File: src/hdl/lsu_pkg.sv
// lsu_pkg: shared types and constants of the load/store unit
// assumes a single core clock and a 32-bit internal bus
package lsu_pkg;
  localparam int ADDR_W = 32;
  localparam int DATA_W = 32;
  localparam int CNT_W = 8;
  localparam int REG_W = 5;
  localparam int AQ_DEPTH = 2;
  localparam int SQ_DEPTH = 2;
  localparam logic [2:0] LEN_BYTE = 3'h1;
  localparam logic [2:0] LEN_HALF = 3'h2;
  localparam logic [2:0] LEN_WORD = 3'h4;
  localparam logic [3:0] BE_WORD = 4'hF;
  localparam logic [3:0] BE_LO_HALF = 4'h3;
  localparam logic [3:0] BE_HI_HALF = 4'hC;
  localparam logic [3:0] BE_BYTE0 = 4'h1;
  localparam logic [1:0] LANE_ZERO = 2'h0;
  localparam logic [CNT_W-1:0] WORD_BYTES = 8'h04;
  localparam logic [1:0] CNT_ZERO = 2'h0;
  localparam logic [1:0] CNT_ONE = 2'h1;
  localparam logic [1:0] CNT_FULL = 2'h2;

  // single covers byte..double-word; resv is lwarx/stwcx/sync; spr is special-register move
  typedef enum logic [4:0] {
    K_SINGLE = 5'h01,
    K_MULTI = 5'h02,
    K_STRING = 5'h04,
    K_RESV = 5'h08,
    K_SPR = 5'h10
  } kind_t;

  typedef enum logic [2:0] {
    S_IDLE = 3'h1,
    S_WAIT = 3'h2,
    S_RUN = 3'h4
  } state_t;

  typedef struct packed {
    logic addr;
    logic src;
    logic dst;
    logic upd;
  } opbusy_t;

  typedef struct packed {
    kind_t kind;
    logic store;
    logic update;
    logic [CNT_W-1:0] count;
    logic [REG_W-1:0] reg_base;
    logic [DATA_W-1:0] wdata_lo;
    logic [DATA_W-1:0] wdata_hi;
  } req_t;

  typedef struct packed {
    kind_t kind;
    logic store;
    logic guarded;
    logic [CNT_W-1:0] count;
    logic [REG_W-1:0] reg_base;
    logic [ADDR_W-1:0] addr;
  } aq_t;

  typedef struct packed {
    logic [ADDR_W-1:0] addr;
    logic [3:0] be;
    logic write;
    logic [DATA_W-1:0] wdata;
    logic nonspec;
    logic special;
  } bus_t;
endpackage : lsu_pkg

File: src/hdl/lsu_align.sv
// lsu_align: picks the largest naturally aligned piece at a byte lane
// assumes rem is at least one; purely combinational
`timescale 1ns/1ps
`default_nettype none
module lsu_align (
  input wire logic [1:0] lane,
  input wire logic [lsu_pkg::CNT_W-1:0] rem,
  output logic [2:0] len,
  output logic [3:0] be
);
  always_comb
  begin
    if (lane == lsu_pkg::LANE_ZERO && rem >= lsu_pkg::WORD_BYTES)
    begin
      len = lsu_pkg::LEN_WORD;
      be = lsu_pkg::BE_WORD;
    end
    else if (!lane[0] && rem >= {5'h00, lsu_pkg::LEN_HALF})
    begin
      len = lsu_pkg::LEN_HALF;
      be = lane[1] ? lsu_pkg::BE_HI_HALF : lsu_pkg::BE_LO_HALF;
    end
    else
    begin
      len = lsu_pkg::LEN_BYTE;
      be = lsu_pkg::BE_BYTE0 << lane;
    end
  end
endmodule : lsu_align
`default_nettype wire

File: src/hdl/lsu_core.sv
// lsu_core: load/store unit between register file, sequencer and internal bus
// assumes one bus cycle outstanding, bus_ack/bus_err from logic on sys_clk
// Function
// - register file data path is 32 bits
// - word load two clocks, double four
// - double-word goes as two bus accesses
// - store latency one clock, done in two
// - one shared two-entry address queue
// - separate two-entry 32-bit store data queue
// - incrementor makes successive addresses, no stall
// - check operand scoreboard before accepting
// - accept, free sequencer, request effective address
// - loads and stores execute in order
// - empty queue goes straight to cache
// - update register written back next clock
// - serialising kinds wait for earlier instructions
// - serialising kinds except special-register moves finish before further issue
// - pieces of one access go back to back
// - store waits for clean termination of earlier
// - one idle clock from load to store
// - nonspeculative one clock after previous termination
// - load-multiple cycles all nonspeculative
// - later pieces may turn nonspeculative; here a piece keeps the bus.nonspec set at launch from S_WAIT
// - guarded region waits until nonspeculative
// - unaligned access split into aligned transfers
`timescale 1ns/1ps
`default_nettype none
module lsu_core (
  input wire logic sys_clk,
  input wire logic nrst,
  input wire logic iss_valid,
  input wire lsu_pkg::req_t iss_req,
  input wire lsu_pkg::opbusy_t op_busy,
  input wire logic older_clear,
  output logic iss_take,
  output logic sync_hold,
  output logic ea_req,
  input wire logic ea_valid,
  input wire logic [lsu_pkg::ADDR_W-1:0] ea_addr,
  input wire logic ea_guarded,
  output logic upd_we,
  output logic [lsu_pkg::ADDR_W-1:0] upd_data,
  input wire logic md_valid,
  input wire logic [lsu_pkg::DATA_W-1:0] md_data,
  output logic md_ready,
  output lsu_pkg::bus_t bus,
  output logic bus_req,
  input wire logic bus_ack,
  input wire logic bus_err,
  input wire logic [lsu_pkg::DATA_W-1:0] bus_rdata,
  output logic wb_we,
  output logic [lsu_pkg::REG_W-1:0] wb_reg,
  output logic [lsu_pkg::DATA_W-1:0] wb_data,
  output logic term,
  output logic term_exc
);
  function automatic logic drains(input lsu_pkg::kind_t k);
    return k != lsu_pkg::K_SINGLE;
  endfunction : drains

  function automatic logic holds(input lsu_pkg::kind_t k);
    return k == lsu_pkg::K_MULTI || k == lsu_pkg::K_STRING || k == lsu_pkg::K_RESV;
  endfunction : holds

  function automatic logic [31:0] rot_l(input logic [31:0] d, input logic [1:0] s);
    logic [63:0] t;
    t = {d, d} << {s, 3'h0};
    return t[63:32];
  endfunction : rot_l

  function automatic logic [31:0] rot_r(input logic [31:0] d, input logic [1:0] s);
    logic [63:0] t;
    t = {d, d} >> {s, 3'h0};
    return t[31:0];
  endfunction : rot_r

  lsu_pkg::state_t state;
  lsu_pkg::aq_t aq [lsu_pkg::AQ_DEPTH];
  logic [1:0] aq_cnt;
  logic aq_rd;
  logic [lsu_pkg::DATA_W-1:0] sq [lsu_pkg::SQ_DEPTH];
  logic [1:0] sq_cnt;
  logic sq_rd;
  logic sq_wr;
  lsu_pkg::req_t pend;
  logic ea_wait;
  lsu_pkg::aq_t cur;
  logic [lsu_pkg::ADDR_W-1:0] pos_addr;
  logic [lsu_pkg::CNT_W-1:0] pos_rem;
  logic [lsu_pkg::CNT_W-1:0] done;
  logic [lsu_pkg::DATA_W-1:0] ld_acc;
  logic tgap;
  logic lgap;

  logic take;
  logic [1:0] sq_need;
  logic [1:0] sq_push;
  logic sq_pop;
  logic [1:0] next_sq_cnt;
  logic bypass;
  logic aq_push;
  logic aq_pop;
  lsu_pkg::aq_t incoming;
  logic [2:0] len;
  logic [3:0] be;
  logic [2:0] adv_len;
  logic [3:0] adv_be;
  logic [lsu_pkg::ADDR_W-1:0] adv_addr;
  logic [lsu_pkg::CNT_W-1:0] adv_rem;
  logic [lsu_pkg::CNT_W-1:0] adv_done;
  logic [1:0] rot;
  logic [1:0] adv_rot;
  logic word_end;
  logic acked;
  logic last;
  logic nonspec_now;
  logic launch;
  logic go_on;
  logic [lsu_pkg::DATA_W-1:0] merged;
  logic [lsu_pkg::DATA_W-1:0] ld_rot;

  // current piece and the piece after it, from the incrementor
  lsu_align cur_piece (.lane(pos_addr[1:0]), .rem(pos_rem), .len(len), .be(be));
  lsu_align adv_piece (.lane(adv_addr[1:0]), .rem(adv_rem), .len(adv_len), .be(adv_be));

  always_comb
  begin
    adv_addr = pos_addr + {29'h0, len};
    adv_rem = pos_rem - {5'h00, len};
    adv_done = done + {5'h00, len};
    rot = pos_addr[1:0] - done[1:0];
    adv_rot = adv_addr[1:0] - adv_done[1:0];
    acked = state == lsu_pkg::S_RUN && bus_ack;
    last = adv_rem == '0;
    word_end = adv_done[1:0] == lsu_pkg::LANE_ZERO || last;
    ld_rot = rot_r(bus_rdata, rot);
  end

  // byte merge of a load piece into the word being assembled
  for (genvar j = 0; j < 4; j++)
  begin : g_merge
    logic [1:0] jl;
    assign jl = 2'(j);
    assign merged[8*j +: 8] = (jl >= done[1:0] && {1'b0, jl} < {1'b0, done[1:0]} + len)
      ? ld_rot[8*j +: 8] : ld_acc[8*j +: 8];
  end

  // acceptance after scoreboard and ordering checks
  always_comb
  begin
    // single, reservation and special-register stores carry their word in the request
    sq_need = (iss_req.store && !(iss_req.kind inside {lsu_pkg::K_MULTI, lsu_pkg::K_STRING}))
      ? ((iss_req.count > lsu_pkg::WORD_BYTES) ? lsu_pkg::CNT_FULL : lsu_pkg::CNT_ONE) : lsu_pkg::CNT_ZERO;
    take = iss_valid && !ea_wait && !sync_hold && op_busy == '0
      && aq_cnt != lsu_pkg::CNT_FULL && (sq_cnt + sq_need) <= lsu_pkg::CNT_FULL
      && (!drains(iss_req.kind) || (state == lsu_pkg::S_IDLE && aq_cnt == '0
      && sq_cnt == '0 && older_clear));
    sq_push = take ? sq_need : {1'b0, md_valid && md_ready};
    sq_pop = acked && !bus_err && cur.store && word_end;
    next_sq_cnt = sq_cnt + sq_push - {1'b0, sq_pop};
    incoming = '{kind: pend.kind, store: pend.store, guarded: ea_guarded, count: pend.count,
      reg_base: pend.reg_base, addr: ea_addr};
    bypass = state == lsu_pkg::S_IDLE && aq_cnt == '0 && ea_valid && ea_wait;
    aq_push = ea_valid && ea_wait && !bypass;
    aq_pop = state == lsu_pkg::S_IDLE && aq_cnt != '0;
  end

  // launch gating for a waiting piece
  always_comb
  begin
    nonspec_now = (cur.kind == lsu_pkg::K_MULTI) || (older_clear && !tgap);
    if (cur.store)
      launch = older_clear && !lgap && sq_cnt != '0;
    else
      launch = nonspec_now || !cur.guarded;
    go_on = cur.store ? (!word_end || sq_cnt == lsu_pkg::CNT_FULL) : (bus.nonspec || !cur.guarded);
  end

  always_ff @(posedge sys_clk)
  begin
    if (!nrst)
    begin
      iss_take <= 1'b0;
      ea_req <= 1'b0;
      ea_wait <= 1'b0;
      pend <= '0;
    end
    else
    begin
      iss_take <= take;
      ea_req <= take;
      if (take)
        pend <= iss_req;
      ea_wait <= take || (ea_wait && !ea_valid);
    end
  end

  always_ff @(posedge sys_clk)
  begin
    if (!nrst)
      sync_hold <= 1'b0;
    else if (take && holds(iss_req.kind))
      sync_hold <= 1'b1;
    else if (term || term_exc)
      sync_hold <= 1'b0;
  end

  always_ff @(posedge sys_clk)
  begin
    if (!nrst)
    begin
      upd_we <= 1'b0;
      upd_data <= '0;
    end
    else
    begin
      upd_we <= ea_valid && ea_wait && pend.update;
      upd_data <= ea_addr;
    end
  end

  // address queue, first in first out
  always_ff @(posedge sys_clk)
  begin
    if (!nrst || term_exc)
    begin
      aq_cnt <= '0;
      aq_rd <= 1'b0;
    end
    else
    begin
      if (aq_push)
        aq[aq_rd ^ aq_cnt[0]] <= incoming;
      if (aq_pop)
        aq_rd <= !aq_rd;
      aq_cnt <= aq_cnt + {1'b0, aq_push} - {1'b0, aq_pop};
    end
  end

  // store data queue
  always_ff @(posedge sys_clk)
  begin
    if (!nrst || term_exc)
    begin
      sq_cnt <= '0;
      sq_rd <= 1'b0;
      sq_wr <= 1'b0;
      md_ready <= 1'b0;
    end
    else
    begin
      if (sq_push != '0)
        sq[sq_wr] <= take ? iss_req.wdata_lo : md_data;
      if (sq_push == lsu_pkg::CNT_FULL)
        sq[!sq_wr] <= iss_req.wdata_hi;
      sq_wr <= sq_wr ^ sq_push[0];
      if (sq_pop)
        sq_rd <= !sq_rd;
      sq_cnt <= next_sq_cnt;
      md_ready <= next_sq_cnt == '0 && sync_hold && cur.store;
    end
  end

  always_ff @(posedge sys_clk)
  begin
    if (!nrst)
    begin
      tgap <= 1'b0;
      lgap <= 1'b0;
    end
    else
    begin
      tgap <= acked;
      lgap <= acked && !cur.store;
    end
  end

  // sequencing of bus pieces
  always_ff @(posedge sys_clk)
  begin
    if (!nrst)
    begin
      state <= lsu_pkg::S_IDLE;
      cur <= '0;
      pos_addr <= '0;
      pos_rem <= '0;
      done <= '0;
      bus <= '0;
      bus_req <= 1'b0;
    end
    else
    begin
      unique case (state)
        lsu_pkg::S_IDLE:
          if (aq_pop || bypass)
          begin
            cur <= aq_pop ? aq[aq_rd] : incoming;
            pos_addr <= aq_pop ? aq[aq_rd].addr : incoming.addr;
            pos_rem <= aq_pop ? aq[aq_rd].count : incoming.count;
            done <= '0;
            state <= lsu_pkg::S_WAIT;
          end
        lsu_pkg::S_WAIT:
          if (launch)
          begin
            bus_req <= 1'b1;
            bus.addr <= {pos_addr[lsu_pkg::ADDR_W-1:2], lsu_pkg::LANE_ZERO};
            bus.be <= be;
            bus.write <= cur.store;
            bus.wdata <= rot_l(sq[sq_rd], rot);
            bus.nonspec <= cur.store || nonspec_now;
            bus.special <= cur.kind == lsu_pkg::K_RESV || cur.kind == lsu_pkg::K_SPR;
            state <= lsu_pkg::S_RUN;
          end
        lsu_pkg::S_RUN:
          if (bus_ack)
          begin
            pos_addr <= adv_addr;
            pos_rem <= adv_rem;
            done <= adv_done;
            if (bus_err || last)
            begin
              bus_req <= 1'b0;
              state <= lsu_pkg::S_IDLE;
            end
            else if (go_on)
            begin
              bus.addr <= {adv_addr[lsu_pkg::ADDR_W-1:2], lsu_pkg::LANE_ZERO};
              bus.be <= adv_be;
              bus.wdata <= rot_l(sq[sq_rd ^ sq_pop], adv_rot);
            end
            else
            begin
              bus_req <= 1'b0;
              state <= lsu_pkg::S_WAIT;
            end
          end
      endcase
    end
  end

  // load write-back a word at a time, and termination
  always_ff @(posedge sys_clk)
  begin
    if (!nrst)
    begin
      ld_acc <= '0;
      wb_we <= 1'b0;
      wb_reg <= '0;
      wb_data <= '0;
      term <= 1'b0;
      term_exc <= 1'b0;
    end
    else
    begin
      wb_we <= acked && !bus_err && !cur.store && word_end;
      wb_reg <= cur.reg_base + done[6:2];
      wb_data <= merged;
      ld_acc <= (acked && word_end) ? '0 : (acked ? merged : ld_acc);
      term <= acked && !bus_err && last;
      term_exc <= acked && bus_err;
    end
  end
endmodule : lsu_core
`default_nettype wire

File: config.mk
export PLATFORM = sky130hd
export DESIGN_NAME = lsu_core
export DESIGN_NICKNAME = d
export VERILOG_FILES = /design/src/hdl/lsu_pkg.sv /design/src/hdl/lsu_align.sv /design/src/hdl/lsu_core.sv
export SDC_FILE = /design/constraint.sdc
export NUM_CORES = 1
export LEC_CHECK = 0
export BUFFER_PORTS_ARGS = -buffer_cell sky130_fd_sc_hd__buf_4
export CAP_MARGIN = 20
export CORE_MARGIN = 2
export CORE_UTILIZATION = 40
export CTS_CLUSTER_DIAMETER = 100
export DETAILED_ROUTE_END_ITERATION = 7
export PLACE_DENSITY = 0.67
export SLEW_MARGIN = 20
export SYNTH_ARGS = -nofsm -noshare
export SYNTH_HDL_FRONTEND = slang
export SYNTH_HIERARCHICAL = 1
export SYNTH_SLANG_ARGS = --single-unit
export TNS_END_PERCENT = 20
File: constraint.sdc
create_clock -name sys_clk -period 13.7 [get_ports sys_clk]
set_clock_uncertainty 0.2 [all_clocks]
set_input_delay 1.37 -clock sys_clk [delete_from_list [all_inputs] [get_ports sys_clk]]
set_output_delay 1.37 -clock sys_clk [all_outputs]
set_load 0.01 [all_outputs]
==> out/qor.txt <==
status: completed
CP delay by family, top: simple AND/OR/NAND/NOR gates
Worst-Skew Late Latency: 0.61 ns
Die Y: 246 microns
WL final: 77,700 microns
Die Wd: 246 microns
area of the multi-input gates: 0.0121 sq mm
via/cell ratio: 5.82
CTS Sinks: 440
placed inst area: 0.0267 sq mm
FF-to-FF End: bus[13]
CTS tree: built
Final period util: 0.431
total CTS buffers: 48
Tmin final: 5.91 ns
Fillers: 5,397
initial antenna violation count: 3
Startpoint Class: flip-flop
count of final max-slew check failures: 0
RR Startpoint: pos_rem[3]
setup bufs post-CTS: 0
Static Leak: 10.7 nW
post-route setup slack: 7.79 ns
Die ar.: 0.0606 sq mm
worst path cell trace: or4_4, nor3_4, mux2i_1, inv_1, ha_1, nor2b_1, o21ai_0, a2111oi_4, buf_4, a31oi_4, nor3b_4, buf_4, or2_0, o311ai_1, o21ai_0
Setup-failing EPs final: 0
DP Worst Slack: 7.96 ns
Fmax: 0.169 GHz
peak supply drop: 460 uV
wire per inst: 21.5 microns
Worst path depth: 15
via count: 21,000
R2R depth: 15
Max-Cap Viols: 0
worst slew pin tran: 1.11 ns
Core Area: 0.0578 sq mm
Global Route Usage Sum: 0.249
PD cells: 225 mW/mm^2
Root Driver: clkbuf_16
layout cells sized above 1: 0.209
cell row count: 88
Critical Path Start: pos_rem[3]
pin count of the biggest net entering global routing: 97
Final Hold Violating Endpoints: 0
R2R setup slack: 7.79 ns
Initial DRC Count: 1,855
Placer Congestion: 0.940
Clock Pin Slew Worst Setup and Hold Paths: 0.06 ns
Total Nets Final: 3,021
cell count after synthesis: 2,567
Critical Path End: bus[13]
drt drc: 0
Worst EP required: 13.99 ns
Post-Layout Inst Area: 0.0284 sq mm
YS warnings: 6
Ports: 342
CP Capture Type: flip-flop
CTS H-tree lvls: 2
Final ANT Viol Nets: 0
crit-path max FO: 57
sequential cell area: 0.0105 sq mm
mapped cell area: 0.0235 sq mm
GRT overflow: 0
synthesized area per cell: 9.14 sq um
vias in the first global route: 19,700
final HPWL from detailed placement: 54,400 microns
hold buffers post-CTS: 0
Initial Utilization: 0.406
drt pass-1 iters: 6
TNS Setup: 0 ns
Pwr Total: 0.00640 W
Slowest-stage cell, CP: or2_0
Port Buffers: 339
Hold Path Class: flip-flop to flip-flop
WP buf/inv: 3
P&R area growth vs syn: 21.1%
Gates resized, CTS repair: 0
Slew headroom: 0.257
max FFs per register: 104
final hold slack: 0.223 ns
Setup CP Type: flip-flop to flip-flop
Bufs on Longest Clock Path: 3
Worst EP arrival: 6.21 ns
Critical Path Max Stage Delay: 0.75 ns
first-pass GRT wire length: 118,000 microns
unrepaired setup endpoints after global routing: false
-- metal layers --
layer  vias up  wire length [microns]  GRT usage
li1       9960                      -          -
met1     10100                  33300      0.342
met2       873                  36200      0.398
met3       118                   6280     0.0472
met4         0                   1970     0.0702
met5         -                      0          0
-- power breakdown --
group | switching [W] | leakage [nW] | internal [W] | total, W
combinational | 0.00218 | 6.12 | 0.00119 | 0.00338
clock | 0.000566 | 0.818 | 0.000833 | 0.00140
sequential | 0.000127 | 3.79 | 0.00150 | 0.00162
total | 0.00288 | 10.7 | 0.00352 | 0.00640
-- through the flow --
| stage | util | std cells |
|---|---|---|
| final | 0.491 | 3611 |
| after global routing | 0.491 | 3610 |
| after CTS | 0.491 | 3608 |
| after detailed placement | 0.461 | 3520 |
| after global placement | 0.461 | 3519 |
| after floorplan | - | 2568 |
-- placed cells by master (no fill, tap or decap), types with 12 or more instances in the layout --
master     count
inv_1         35
nand3_1       80
nand2_1      274
a31oi_1       13
nand4_1       39
ha_1          17
xnor2_1       16
a311o_1       16
a22oi_1       25
mux2_2        29
dfxtp_1      270
clkbuf_16     48
mux2_1        27
a211oi_1      90
xor2_1        12
o21ai_0      158
a211oi_2      16
and2_1        39
nor3_1        50
edfxtp_1     168
mux2i_1      136
nor4_1        12
a21oi_1      215
buf_4        387
or4_1         25
mux4_2        32
o211ai_1      20
nor2_1       336
o311ai_0      17
a221oi_1      12
-- worst min-delay path: stages, from the launching register on --
cell	delay, ns
dfxtp_1	0.31
nand2_1	0.05
nor2_1	0.03
-- area by class of cell --
cell class,instances,share of cell area
antenna,2,0.000176
tap,765,0.0337
inverter,37,0.00498
clock buffer,59,0.0459
multi-input combinational,1890,0.428
sequential,440,0.369
clock inverter,29,0.0146
timing repair buffer,389,0.104
-- worst min-delay path by stage --
| stage | depth (start not counted) | to | start | slack, ns |
|---|---|---|---|---|
| 3_5_place_dp | 2 | upd_we | pend[77] | 0.22 |
| 5_1_grt | 2 | upd_we | pend[77] | 0.25 |
| 3_3_place_gp | 2 | upd_we | pend[77] | 0.22 |
| 6_report | 2 | upd_we | pend[77] | 0.22 |
| 2_1_floorplan | 2 | upd_we | pend[77] | 0.21 |
| 4_1_cts | 2 | upd_we | pend[77] | 0.23 |
No activity file was read; power rests on OpenSTA's default activity.
